`src/meirq_pkg.sv`:
```
// Constants and types for the metering status and calibration mode block
// Behaviour
// - Zero-cross config bit 1 drives zero-crossing signal onto port 1 pin 2
// - Zero-cross config bit 0 drives it onto port 0 pin 5; both reset 0
// - Bits 5:4 pick input A (01), input B (10), else tamper logic
// - Calibration control bit 3 grounds the voltage input
// - Calibration control bit 2 grounds the current input
// - Low status bit 7 shows any enabled flag set; clears itself
// - Low status bit 5 sets on fault mode change in selected direction
// - Low status bits 4 and 3 set on reactive and active sign change
// - Low status bit 2 sets on apparent no-load or rms no-load entry
// - Low status bits 1 and 0 set on reactive and active no-load
// - Mid status bits 7 and 6 set on every pulse-output pulse
// - Mid status bits 5,4,3 set on apparent, reactive, active overflow
// - Mid status bits 2,1,0 set on apparent, reactive, active half full
// - High status bit 7 sets at the end of hardware or software reset
// - High status bit 5 sets when a new waveform sample is loaded
// - High status bits 4 and 3 set on current and voltage peak
// - High status bit 2 sets when line-cycle accumulation completes
// - High status bit 1 sets on zero-crossing timeout
// - High status bit 0 sets on each voltage zero crossing
// - Any enabled flag that is set raises the pending interrupt
// - Accumulation bit 6: 0 flags fault entry, 1 flags return to normal
// - Accumulation bit 4: 0 flags positive-to-negative, 1 the reverse
package meirq_pkg;

	// Register indices; byte address is four times the index
	localparam logic [7:0] MEIRQ_IDX_ACCUM_CFG = 8'h0F;
	localparam logic [7:0] MEIRQ_IDX_ZX_OUT_CFG = 8'h2B;
	localparam logic [7:0] MEIRQ_IDX_CAL_CTRL = 8'h3D;
	localparam logic [7:0] MEIRQ_IDX_EN_LOW = 8'hD9;
	localparam logic [7:0] MEIRQ_IDX_EN_MID = 8'hDA;
	localparam logic [7:0] MEIRQ_IDX_EN_HIGH = 8'hDB;
	localparam logic [7:0] MEIRQ_IDX_ST_LOW = 8'hDC;
	localparam logic [7:0] MEIRQ_IDX_ST_MID = 8'hDD;
	localparam logic [7:0] MEIRQ_IDX_ST_HIGH = 8'hDE;

	// Field positions
	localparam int MEIRQ_ZX_P12_BIT = 1;
	localparam int MEIRQ_ZX_P05_BIT = 0;
	localparam int MEIRQ_CAL_SEL_LSB = 4;
	localparam int MEIRQ_CAL_VGND_BIT = 3;
	localparam int MEIRQ_CAL_IGND_BIT = 2;
	localparam int MEIRQ_ACC_FAULT_BIT = 6;
	localparam int MEIRQ_ACC_VAR_BIT = 5;
	localparam int MEIRQ_ACC_AP_BIT = 4;
	localparam int MEIRQ_SUMMARY_BIT = 7;
	localparam int MEIRQ_RESET_FLAG_BIT = 7;

	// Writable masks and reset values
	localparam logic [7:0] MEIRQ_ZX_MASK = 8'h03;
	localparam logic [7:0] MEIRQ_CAL_MASK = 8'h3C;
	localparam logic [7:0] MEIRQ_ACC_MASK = 8'hFF;
	localparam logic [7:0] MEIRQ_LOWHIGH_MASK = 8'h3F;
	localparam logic [7:0] MEIRQ_HIGH_ST_MASK = 8'hBF;
	localparam logic [7:0] MEIRQ_RST_VAL = 8'h00;

	// Current channel select codes
	localparam logic [1:0] MEIRQ_SEL_A = 2'h1;
	localparam logic [1:0] MEIRQ_SEL_B = 2'h2;

	// Metering events from the datapath, all on pclk
	typedef struct packed {
		logic fault_mode;
		logic reactive_neg;
		logic active_neg;
		logic apparent_noload;
		logic irms_noload_enter;
		logic reactive_noload;
		logic active_noload;
		logic pulse_out_two;
		logic pulse_out_one;
		logic apparent_energy_overflow;
		logic reactive_energy_overflow;
		logic active_energy_overflow;
		logic apparent_energy_half;
		logic reactive_energy_half;
		logic active_energy_half;
		logic soft_reset_done;
		logic waveform_sample_ready;
		logic current_peak_flag;
		logic voltage_peak_flag;
		logic line_cycle_done;
		logic zero_cross_timeout;
		logic zero_cross_detect;
	} meirq_events_type;

	// Analog front-end steering
	typedef struct packed {
		logic use_input_b;
		logic auto_select;
		logic voltage_input_ground;
		logic current_input_ground;
	} meirq_afe_type;

	// Whole state of the block
	typedef struct packed {
		logic [7:0] zx_cfg;
		logic [7:0] cal_ctrl;
		logic [7:0] accum_cfg;
		logic [7:0] en_low;
		logic [7:0] en_mid;
		logic [7:0] en_high;
		logic [7:0] st_low;
		logic [7:0] st_mid;
		logic [7:0] st_high;
		logic fault_prev;
		logic reactive_prev;
		logic active_prev;
		logic reset_seen;
		logic [31:0] prdata;
		logic pslverr;
	} meirq_state_type;

endpackage

```
`src/meirq_top.sv`:
```
// Metering status flags, summary interrupt and calibration mode registers
//
// Added by the designer: register access over APB.
`timescale 1ns/10ps
module meirq_top
	import meirq_pkg::*;
#(
	parameter int ADDR_W = 12
) (
	input wire logic pclk,
	input wire logic presetn,
	input wire logic psel,
	input wire logic penable,
	input wire logic pwrite,
	input wire logic [ADDR_W-1:0] paddr,
	input wire logic [31:0] pwdata,
	input wire logic [3:0] pstrb,
	output logic pready,
	output logic [31:0] prdata,
	output logic pslverr,
	input wire meirq_events_type events,
	input wire logic zero_cross_signal,
	input wire logic tamper_picks_b,
	output logic zero_cross_out_port1,
	output logic zero_cross_out_port1_oe_n,
	output logic zero_cross_out_port0,
	output logic zero_cross_out_port0_oe_n,
	output meirq_afe_type afe,
	output logic current_channel_b,
	output logic meter_irq_pending
);

	meirq_state_type s_q;
	meirq_state_type s_d;

	logic setup_phase;
	logic access_phase;
	logic wr_en;
	logic [7:0] idx;
	logic addr_ok;
	logic [7:0] wbyte;
	logic [7:0] clr_low;
	logic [7:0] clr_mid;
	logic [7:0] clr_high;
	logic [7:0] set_low;
	logic [7:0] set_mid;
	logic [7:0] set_high;
	logic fault_edge;
	logic reactive_edge;
	logic active_edge;
	logic summary;

	// Index of a word-aligned address, or all ones when misaligned or past the 8-bit index range
	function automatic logic [7:0] word_index(
		input logic [ADDR_W-1:0] a
	);
		logic [ADDR_W-1:0] w;
		w = a >> 2;
		if (a[1:0] != 2'h0 || (w >> 8) != '0) begin
			word_index = 8'hFF;
		end else begin
			word_index = w[7:0];
		end
	endfunction

	// True for every index that holds a register
	function automatic logic is_mapped(input logic [7:0] i);
		case (i)
			MEIRQ_IDX_ACCUM_CFG,
			MEIRQ_IDX_ZX_OUT_CFG,
			MEIRQ_IDX_CAL_CTRL,
			MEIRQ_IDX_EN_LOW,
			MEIRQ_IDX_EN_MID,
			MEIRQ_IDX_EN_HIGH,
			MEIRQ_IDX_ST_LOW,
			MEIRQ_IDX_ST_MID,
			MEIRQ_IDX_ST_HIGH: begin
				is_mapped = 1'b1;
			end
			default: begin
				is_mapped = 1'b0;
			end
		endcase
	endfunction

	// Edge of a level in the direction picked by a select bit
	function automatic logic dir_edge(
		input logic prev,
		input logic now,
		input logic sel
	);
		if (sel) begin
			dir_edge = prev & ~now;
		end else begin
			dir_edge = ~prev & now;
		end
	endfunction

	// Read value of one register
	function automatic logic [7:0] read_reg(
		input logic [7:0] i,
		input meirq_state_type st,
		input logic summ
	);
		logic [7:0] v;
		v = 8'h00;
		case (i)
			MEIRQ_IDX_ACCUM_CFG: begin
				v = st.accum_cfg;
			end
			MEIRQ_IDX_ZX_OUT_CFG: begin
				v = st.zx_cfg;
			end
			MEIRQ_IDX_CAL_CTRL: begin
				v = st.cal_ctrl;
			end
			MEIRQ_IDX_EN_LOW: begin
				v = st.en_low;
			end
			MEIRQ_IDX_EN_MID: begin
				v = st.en_mid;
			end
			MEIRQ_IDX_EN_HIGH: begin
				v = st.en_high;
			end
			MEIRQ_IDX_ST_LOW: begin
				v = st.st_low;
				v[MEIRQ_SUMMARY_BIT] = summ;
			end
			MEIRQ_IDX_ST_MID: begin
				v = st.st_mid;
			end
			MEIRQ_IDX_ST_HIGH: begin
				v = st.st_high;
			end
			default: begin
				v = 8'h00;
			end
		endcase
		read_reg = v;
	endfunction

	// Zero wait states; data was fetched in the setup cycle
	assign pready = 1'b1;
	assign setup_phase = psel & ~penable;
	assign access_phase = psel & penable;
	assign idx = word_index(paddr);
	assign addr_ok = is_mapped(idx);
	assign wr_en = access_phase & pwrite & addr_ok & pstrb[0];
	assign wbyte = pwdata[7:0];

	// Direction-selected sign and fault changes
	assign fault_edge = dir_edge(s_q.fault_prev, events.fault_mode,
		s_q.accum_cfg[MEIRQ_ACC_FAULT_BIT]);
	assign reactive_edge = dir_edge(s_q.reactive_prev, events.reactive_neg,
		s_q.accum_cfg[MEIRQ_ACC_VAR_BIT]);
	assign active_edge = dir_edge(s_q.active_prev, events.active_neg,
		s_q.accum_cfg[MEIRQ_ACC_AP_BIT]);

	// Event sets, one vector per status register
	always_comb begin
		set_low = 8'h00;
		set_low[5] = fault_edge;
		set_low[4] = reactive_edge;
		set_low[3] = active_edge;
		set_low[2] = events.apparent_noload | events.irms_noload_enter;
		set_low[1] = events.reactive_noload;
		set_low[0] = events.active_noload;
	end

	always_comb begin
		set_mid = 8'h00;
		// Set regardless of whether the pulse pins are enabled
		set_mid[7] = events.pulse_out_two;
		set_mid[6] = events.pulse_out_one;
		set_mid[5] = events.apparent_energy_overflow;
		set_mid[4] = events.reactive_energy_overflow;
		set_mid[3] = events.active_energy_overflow;
		set_mid[2] = events.apparent_energy_half;
		set_mid[1] = events.reactive_energy_half;
		set_mid[0] = events.active_energy_half;
	end

	always_comb begin
		set_high = 8'h00;
		// First cycle after release, or a software reset finishing
		set_high[7] = ~s_q.reset_seen | events.soft_reset_done;
		set_high[5] = events.waveform_sample_ready;
		set_high[4] = events.current_peak_flag;
		set_high[3] = events.voltage_peak_flag;
		set_high[2] = events.line_cycle_done;
		set_high[1] = events.zero_cross_timeout;
		set_high[0] = events.zero_cross_detect;
	end

	// Write-one-to-clear on the status registers
	always_comb begin
		clr_low = 8'h00;
		clr_mid = 8'h00;
		clr_high = 8'h00;
		if (wr_en && idx == MEIRQ_IDX_ST_LOW) begin
			clr_low = wbyte & MEIRQ_LOWHIGH_MASK;
		end
		if (wr_en && idx == MEIRQ_IDX_ST_MID) begin
			clr_mid = wbyte;
		end
		if (wr_en && idx == MEIRQ_IDX_ST_HIGH) begin
			clr_high = wbyte & MEIRQ_HIGH_ST_MASK;
		end
	end

	// Summary tracks the live flags, so it drops as soon as they clear
	assign summary = |(s_q.st_low & s_q.en_low & MEIRQ_LOWHIGH_MASK)
		| |(s_q.st_mid & s_q.en_mid)
		| |(s_q.st_high & s_q.en_high & MEIRQ_LOWHIGH_MASK);

	always_comb begin
		s_d = s_q;
		s_d.fault_prev = events.fault_mode;
		s_d.reactive_prev = events.reactive_neg;
		s_d.active_prev = events.active_neg;
		s_d.reset_seen = 1'b1;

		// Sticky flags; a set in the clearing cycle wins
		s_d.st_low = ((s_q.st_low & ~clr_low) | set_low)
			& MEIRQ_LOWHIGH_MASK;
		s_d.st_mid = (s_q.st_mid & ~clr_mid) | set_mid;
		s_d.st_high = ((s_q.st_high & ~clr_high) | set_high)
			& MEIRQ_HIGH_ST_MASK;

		if (wr_en) begin
			case (idx)
				MEIRQ_IDX_ACCUM_CFG: begin
					s_d.accum_cfg = wbyte & MEIRQ_ACC_MASK;
				end
				MEIRQ_IDX_ZX_OUT_CFG: begin
					s_d.zx_cfg = wbyte & MEIRQ_ZX_MASK;
				end
				MEIRQ_IDX_CAL_CTRL: begin
					// Reserved bits dropped; software should write them zero
					s_d.cal_ctrl = wbyte & MEIRQ_CAL_MASK;
				end
				MEIRQ_IDX_EN_LOW: begin
					s_d.en_low = wbyte & MEIRQ_LOWHIGH_MASK;
				end
				MEIRQ_IDX_EN_MID: begin
					s_d.en_mid = wbyte;
				end
				MEIRQ_IDX_EN_HIGH: begin
					s_d.en_high = wbyte & MEIRQ_LOWHIGH_MASK;
				end
				default: begin
					s_d.zx_cfg = s_q.zx_cfg;
				end
			endcase
		end

		// Answer is latched in setup so prdata comes from a flop
		if (setup_phase) begin
			s_d.pslverr = ~is_mapped(word_index(paddr));
			s_d.prdata = 32'h0000_0000;
			if (!pwrite) begin
				s_d.prdata[7:0] = read_reg(word_index(paddr), s_q, summary);
			end
		end
	end

	always_ff @(posedge pclk or negedge presetn) begin
		if (!presetn) begin
			s_q.zx_cfg <= MEIRQ_RST_VAL;
			s_q.cal_ctrl <= MEIRQ_RST_VAL;
			s_q.accum_cfg <= MEIRQ_RST_VAL;
			s_q.en_low <= MEIRQ_RST_VAL;
			s_q.en_mid <= MEIRQ_RST_VAL;
			s_q.en_high <= MEIRQ_RST_VAL;
			s_q.st_low <= MEIRQ_RST_VAL;
			s_q.st_mid <= MEIRQ_RST_VAL;
			s_q.st_high <= MEIRQ_RST_VAL;
			s_q.fault_prev <= 1'b0;
			s_q.reactive_prev <= 1'b0;
			s_q.active_prev <= 1'b0;
			s_q.reset_seen <= 1'b0;
			s_q.prdata <= 32'h0000_0000;
			s_q.pslverr <= 1'b0;
		end else begin
			s_q <= s_d;
		end
	end

	assign prdata = s_q.prdata;
	assign pslverr = s_q.pslverr & access_phase;

	// Zero-crossing pin drivers; enable is active low
	assign zero_cross_out_port1 = zero_cross_signal
		& s_q.zx_cfg[MEIRQ_ZX_P12_BIT];
	assign zero_cross_out_port1_oe_n = ~s_q.zx_cfg[MEIRQ_ZX_P12_BIT];
	assign zero_cross_out_port0 = zero_cross_signal
		& s_q.zx_cfg[MEIRQ_ZX_P05_BIT];
	assign zero_cross_out_port0_oe_n = ~s_q.zx_cfg[MEIRQ_ZX_P05_BIT];

	// Current channel routing and input grounding
	always_comb begin
		afe.use_input_b = 1'b0;
		afe.auto_select = 1'b0;
		case (s_q.cal_ctrl[MEIRQ_CAL_SEL_LSB +: 2])
			MEIRQ_SEL_A: begin
				afe.use_input_b = 1'b0;
			end
			MEIRQ_SEL_B: begin
				afe.use_input_b = 1'b1;
			end
			default: begin
				afe.use_input_b = tamper_picks_b;
				afe.auto_select = 1'b1;
			end
		endcase
		afe.voltage_input_ground = s_q.cal_ctrl[MEIRQ_CAL_VGND_BIT];
		afe.current_input_ground = s_q.cal_ctrl[MEIRQ_CAL_IGND_BIT];
	end

	assign current_channel_b = afe.use_input_b;
	assign meter_irq_pending = summary;

endmodule

```
`config.mk`:
```
export PLATFORM = sky130hd
export DESIGN_NAME = meirq_top
export DESIGN_NICKNAME = d
export VERILOG_FILES = /design/src/meirq_pkg.sv /design/src/meirq_top.sv
export SDC_FILE = /design/constraint.sdc
export NUM_CORES = 1
export LEC_CHECK = 0
export BUFFER_PORTS_ARGS = -buffer_cell sky130_fd_sc_hd__clkbuf_2
export CORE_UTILIZATION = 55
export DETAILED_ROUTE_END_ITERATION = 6
export PLACE_DENSITY = 0.87
export SKIP_CTS_REPAIR_TIMING = 1
export SLEW_MARGIN = 10
export SYNTH_ARGS = -nofsm -noshare
export SYNTH_HDL_FRONTEND = slang
export SYNTH_SLANG_ARGS = --single-unit
```
`constraint.sdc`:
```
create_clock -name pclk -period 2.8 [get_ports pclk]
set_clock_uncertainty 0.05 [all_clocks]
set_input_delay 0.42 -clock pclk [delete_from_list [all_inputs] [get_ports pclk]]
set_output_delay 0.42 -clock pclk [all_outputs]
set_load 0.02 [all_outputs]
```
==> impl_results.md, run 1 <==
* Status: complete, but fails checks
* Failing checks: DRC
* Clock Latency Late Sink at 350 ps
* Largest family of logic cells by synthesized area: simple AND/OR/NAND/NOR gates
* Share of cells above drive strength 1 at 0.292
* Startpoint type of the worst setup path: primary input
* P_leak at 2.00 nW
* CP delay by family, top: simple AND/OR/NAND/NOR gates
* Seq/Total Area, Yosys at 0.451
* Vias in the first global route at 3032
* DRC viols at 12
* Total Power at 1.98 mW
* Max Buffers Root-to-Sink at 2
* Final Critical Period at 2430 ps
* Post-Synth Simple-Gate Area at 0.170
* Mux cell area share after synthesis at 0.112
* CTS tree: done
* Vias/cell at 6.10
* Global-route wire length before repair at 15900 µm
* H-tree Lvls at 3
* Number of synthesized flops with an enable pin at 0
* Largest net degree at the start of global routing at 40
* Final setup vio count at 0
* CP cell instances: clkbuf_2 > or4_1 > or4_1 > o32ai_4 > and4_1 > buf_4 > mux2_1
* FILL cells at 532
* Initial DRC count at 360
* Total Routing Usage GR at 0.297
* Post-Synth Adder-Cell Area at 0.00332
* Initial Utilization at 0.581
* DIE HEIGHT at 84.8 µm
* Hold Path Class: primary input to async pin
* Logic pwr share at 0.098
* Root cell of the clock tree: clkbuf_8
* Seq cells post-synth at 68
* CP Max Fanout at 4
* Total congestion overflow at 0
* Fmax at 411 MHz
* Routed len/inst at 18.9 µm
* Synthesis warning total at 0
* R2r endpoint: prdata[7]
* Sequential share of power at 0.500
* Die ar. at 7190 µm²
* Worst-margin pin slew at 805 ps
* Async set-reset flop share out of synthesis at 1.00
* Slew margin rel. at 0.463
* P_int at 1.46 mW
* Core Rows at 29
* CTS Buf Count at 9
* Max Cap Viol at 0
* Ant diodes at 0
* Final #Nets at 511
* Synth-to-layout area growth at 14.7%
* Total core area at 6490 µm²
* Setup_tns at 0 ps
* Worst Setup Path Type: primary input to register
* CP most frequent cell: or4_1
* Synth Cell Area at 3770 µm²
* Predominant post-synthesis flop cell: dfrtp_1
* CP endpoint kind: register
* Period utilization at 0.869
* Gpl congestion at 0.960
* HPWL Detailed at 7240 µm
* Slew Limit Fails at 0
* Drt total wl at 9740 µm
* Compound-Gate Fraction of Synth Area at 0.170
* Clk sinks at 68
* Die Span X at 84.8 µm
* Sw Ratio at 0.263
* Critical Path Slowest Stage Cell: or4_1
* Switching power at 0.520 mW
* Port Buffer Count at 68
* Syn Inst Count at 360
* Distinct cells, synth at 55
* Initial antenna violation count at 0
* Worst R2R Setup Slack at 1120 ps
* Fin util at 0.666
* Clock share of power at 0.402
* Unrepaired setup endpoints after global routing: false
* Final Hold Vio Count at 0
* CP required at 2980 ps
* Routed Antenna Nets at 0
* Total iterations of the first detailed-routing run at 7
* Xor and xnor fraction of the mapped netlist area at 0.00232
* Arrival time worst endpoint at 2610 ps
* Reg2reg start: s_q[71]
* CP bufs+invs at 2
* # IOs at 121
* Power Density at 457 nW/µm²
* Avg Inst Size Synth at 10.5 µm²
* Vias at 3142
* Peak supply drop at 0.283 mV
* Reg2reg path depth at 5
* CTS clk-pin slew, worst paths at 80 ps
* CP max stage delay at 600 ps
routing by layer:
metal | vias to the layer above | wire, µm | track usage
li1 | 1420 | - | -
met1 | 1535 | 4090 | 0.398
met2 | 164 | 4480 | 0.455
met3 | 23 | 918 | 0.0688
met4 | 0 | 252 | 0.151
met5 | - | 0 | 0
worst max path at each step:
stage | endpoint | slack (ps) | startpoint | cells after the start
after detailed placement | s_q[62] | 50 | paddr[11] | 7
after floorplan | s_q[85] | 140 | paddr[11] | 6
final | s_q[87] | 370 | paddr[11] | 7
after global placement | s_q[89] | 80 | paddr[11] | 7
after CTS | s_q[87] | 380 | paddr[11] | 7
after global routing | s_q[87] | 310 | paddr[11] | 7
state kept, by name (all words and copies together), names as in the netlist:
signal / count
s_q: 58
prdata: 8
afe: 2
cell type report:
class,instances,area (µm²),share of cell area
multi-input cells,263,1820,0.421
flip-flops and latches,68,1700,0.393
repair buffers,85,493,0.114
clock buffers,9,124,0.0286
well taps,77,96.3,0.0223
clock inverters,7,67.6,0.0156
inverters,6,22.5,0.00521
synth_stat cells (2+ instances only):
master	number	area [µm²]
nand3b_1	7	52.6
a2bb2oi_1	2	17.5
a211o_1	3	26.3
and3b_1	3	26.3
a32o_1	3	30.0
nor4bb_1	2	20.0
nand2_1	40	150
and3_1	8	50.1
a221oi_1	5	43.8
nor2_1	4	15.0
o21ai_0	15	75.1
clkbuf_1	10	37.5
o32ai_1	3	26.3
or2_2	2	12.5
buf_4	37	278
nand3_1	8	40.0
a21o_1	19	143
nand2b_1	10	62.6
nand4_1	3	18.8
a21oi_1	6	30.0
a22oi_1	5	37.5
a31oi_1	3	18.8
a22o_1	5	43.8
and4_1	3	26.3
mux2i_1	5	50.1
mux2_2	19	214
nor2b_1	3	18.8
inv_1	6	22.5
conb_1	2	7.51
a222oi_1	3	30.0
or4_1	2	15.0
dfrtp_1	68	1700
and4b_1	2	20.0
o2bb2ai_1	2	17.5
nor4_1	2	12.5
nor3_1	4	20.0
mux2_1	14	158
nand3_2	2	20.0
and2_1	4	25.0
per-stage QoR:
stage	hold slack (ps)	cells	area, µm²	setup WS [ps]
2_1_floorplan	74.4	384	3860	139
6_report	90.9	515	4330	367
3_5_place_dp	420	499	4140	52.6
5_1_grt	135	515	4330	309
4_1_cts	102	515	4330	384
3_3_place_gp	409	499	4140	78.5
cells by family after synthesis:
| logic type | count (synthesis) |
|---|---|
| AOI/OAI and AO/OA | 84 |
| xor gates and xnor gates | 1 |
| adders and majority gates | 1 |
| buffers and inverters | 53 |
| DFF | 68 |
| muxes | 38 |
| other | 2 |
| and+or+nand+nor | 113 |
power by group through the flow:
stage / registers, mW / logic (mW) / clock network, mW
after detailed placement: 1.01 / 0.192 / 0
after CTS: 0.988 / 0.192 / 0.806
final: 0.988 / 0.193 / 0.794
after floorplan: 1.01 / 0.119 / 0
after global routing: 0.988 / 0.212 / 0.843
after global placement: 1.01 / 0.187 / 0
layout by cell type (no fill, tap or decap), drive strengths merged, types with 3 or more instances in the layout:
cell type / count
o21ai: 15
conb: 26
nand2: 41
mux2i: 5
a21o: 19
a222oi: 3
buf: 17
a221oi: 5
and4: 3
a32o: 3
nand4: 3
nand3: 10
nand3b: 7
clkbuf: 77
dfrtp: 68
o32ai: 4
nor4: 3
nor3: 4
a22oi: 5
mux2: 33
nor2b: 3
inv: 6
a21oi: 6
a211o: 3
nor2: 4
and2: 4
and3b: 3
a22o: 5
nand2b: 10
a31oi: 3
and3: 8
clkinv: 6
Note: power is estimated with default switching activity, not from simulation.
==> run 2, diff against run 1 <==
==> constraint.sdc (replaced) <==
create_clock -name pclk -period 2.8 [get_ports pclk]
set_clock_uncertainty 0.05 [all_clocks]
set_input_delay 0 -clock pclk [delete_from_list [all_inputs] [get_ports pclk]]
set_output_delay 0 -clock pclk [all_outputs]
set_load 0.02 [all_outputs]
==> run 2 against run 1 <==
Against the previous run:
- the run ends with DRC, hold timing left
- sequential cell count did not move
- sequential share of layout area fell by 2.1 points
- via count rose by 4.9%
- fmax rose by 0.47%
- setup slack improved by 11 ps
- highest routed layer unchanged
==> impl_results.md, run 2 (synthesized netlist as in run 1, its figures left out) <==
* Status: complete, but fails checks
* Failing checks: DRC, hold timing
* Slew Limit Fails at 0 (unchanged)
* Hold Path Class: primary input to register
* Peak supply drop at 0.325 mV (+15%)
* Final setup vio count at 0 (unchanged)
* Die ar. at 7190 µm² (unchanged)
* Final Hold Vio Count at 5 (+5)
* R2r endpoint: prdata[4]
* Total core area at 6490 µm² (unchanged)
* Worst Setup Path Type: primary input to register
* Largest net degree at the start of global routing at 69 (+73%)
* Total congestion overflow at 0 (unchanged)
* Gpl congestion at 0.902 (-6.1%)
* CTS tree: done
* Setup_tns at 0 ps (unchanged)
* CP cell instances: clkbuf_2 > or4_1 > or4_1 > o32ai_4 > buf_4 > nand3_1 > a211o_1 > dlygate4sd3_1
* Vias at 3296 (+4.9%)
* Critical Path Slowest Stage Cell: or4_1
* Routed Antenna Nets at 0 (unchanged)
* CP most frequent cell: or4_1
* P_leak at 2.08 nW (+3.8%)
* Vias/cell at 6.10 (about the same)
* Root cell of the clock tree: clkbuf_8
* Final Critical Period at 2420 ps (-11.5 ps)
* Reg2reg start: s_q[41]
* Vias in the first global route at 3029 (-0.099%)
* CTS clk-pin slew, worst paths at 70 ps (about the same)
* CTS Buf Count at 9 (unchanged)
* CP required at 2980 ps (about the same)
* FILL cells at 510 (-4.1%)
* Initial antenna violation count at 0 (unchanged)
* Dpl cells at 493 (-1.2%)
* Routed len/inst at 18.2 µm (-3.6%)
* CP bufs+invs at 3 (+1)
* CP endpoint kind: register
* Hold Path End: s_q[101]
* Worst-margin pin slew at 848 ps (+42.2 ps)
* Initial DRC count at 398 (+11%)
* Most frequent cells in the layout: dfrtp_1 (68), clkbuf_2 (68), nand2_1 (40), dlygate4sd3_1 (32), conb_1 (26)
* Worst R2R Setup Slack at 1180 ps (+60 ps)
* Max Cap Viol at 0 (unchanged)
* Final hold slack at -25.0 ps (-116 ps)
* Die Span X at 84.8 µm (unchanged)
* CP delay by family, top: simple AND/OR/NAND/NOR gates
* Synth-to-layout area growth at 21.2%
* DRC viols at 14 (+2)
* Share of cells above drive strength 1 at 0.255 (-0.0374)
* Core Rows at 29 (unchanged)
* Global-route wire length before repair at 15200 µm (-4.5%)
* Fin util at 0.704 (+0.0374)
* Hold Path Cell Cnt at 3
* Largest reg by FF count: s_q
* CP max stage delay at 600 ps (about the same)
* Initial Utilization at 0.581 (unchanged)
* Startpoint type of the worst setup path: primary input
* H-tree Lvls at 3 (unchanged)
* Largest register FFs at 58 (unchanged)
* DIE HEIGHT at 84.8 µm (unchanged)
* Cell Area, Placed at 4070 µm² (-1.7%)
* Final #Nets at 537 (+5.1%)
* Fmax at 413 MHz (+0.47%)
* Period utilization at 0.865 (-0.00410)
* Slew margin rel. at 0.435 (-0.0282)
* Port Buffer Count at 68 (unchanged)
* CP Max Fanout at 9 (+5)
* Drt total wl at 9850 µm (+1.1%)
* HP Start: pwdata[0]
* Power Density at 435 nW/µm² (-4.7%)
* Arrival time worst endpoint at 2600 ps (about the same)
* Ant diodes at 0 (unchanged)
* Clk sinks at 68 (unchanged)
* HPWL Detailed at 6830 µm (-5.7%)
* Unrepaired setup endpoints after global routing: false
* Final Non-Filler Cells at 540 (+4.9%)
* Total iterations of the first detailed-routing run at 7 (unchanged)
* Cell area after layout at 4570 µm² (+5.6%)
* # IOs at 121 (unchanged)
* Reg2reg path depth at 5 (unchanged)
* Total Routing Usage GR at 0.280 (-0.0168)
* Max Buffers Root-to-Sink at 2 (unchanged)
* Clock Latency Late Sink at 350 ps (about the same)
## run 2: cell types whose count changed in the layout (fill, tap and decap cells not counted), sizes merged
cell,before,now
clkbuf,77,81
buf,17,11
clkinv,6,1
dlygate4sd3,0,32
## run 2: stage by stage
| stage | hold WS (ps) | setup slack [ps] | power (mW) |
|---|---|---|---|
| 6_report | -25.0 | 378 | 1.99 |
| 5_1_grt | 5.42 | 293 | 2.06 |
| 4_1_cts | -280 | 719 | 1.97 |
| 3_5_place_dp | 86.1 | 355 | 1.19 |
| 3_3_place_gp | 84.0 | 383 | 1.19 |
| 2_1_floorplan | -346 | 559 | 1.13 |
## run 2: metal layers
metal	share of wire	global-route usage	up-vias
met4	0.036	0.145	0
met2	0.46	0.429	201
met3	0.086	0.0462	34
met1	0.42	0.387	1593
li1	-	-	1468
met5	0	0	-
## run 2: worst max path at each step
stage,cells after the start,slack (ps),from,end
2_1_floorplan,6,560,paddr[11],s_q[85]
3_3_place_gp,6,380,paddr[11],s_q[88]
3_5_place_dp,6,360,paddr[11],s_q[91]
4_1_cts,6,720,paddr[11],s_q[91]
5_1_grt,8,290,paddr[11],s_q[55]
6_report,8,380,paddr[11],s_q[55]
## run 2: area by class of cell
cell class                      instances  area [µm²]  area share
Multi-Input combinational cell        263        1820       0.399
Sequential cell                        68        1700       0.372
Timing Repair Buffer                  111         743       0.163
Clock buffer                           13         149      0.0326
Tap cell                               77        96.3      0.0211
Clock inverter                          2        35.0     0.00767
Inverter                                6        22.5     0.00493
## run 2: worst register-to-register path, delay by kind of cell, from the launching register on
| kind | cells | cell delay, ps |
|---|---|---|
| compound gates | 4 | 890 |
| flops | 1 | 420 |
| mux | 1 | 150 |
## run 2: report_power, final
group,switching (mW),internal (mW)
logic,0.135,0.0837
clock network,0.349,0.430
registers,0.00207,0.987
total,0.487,1.50
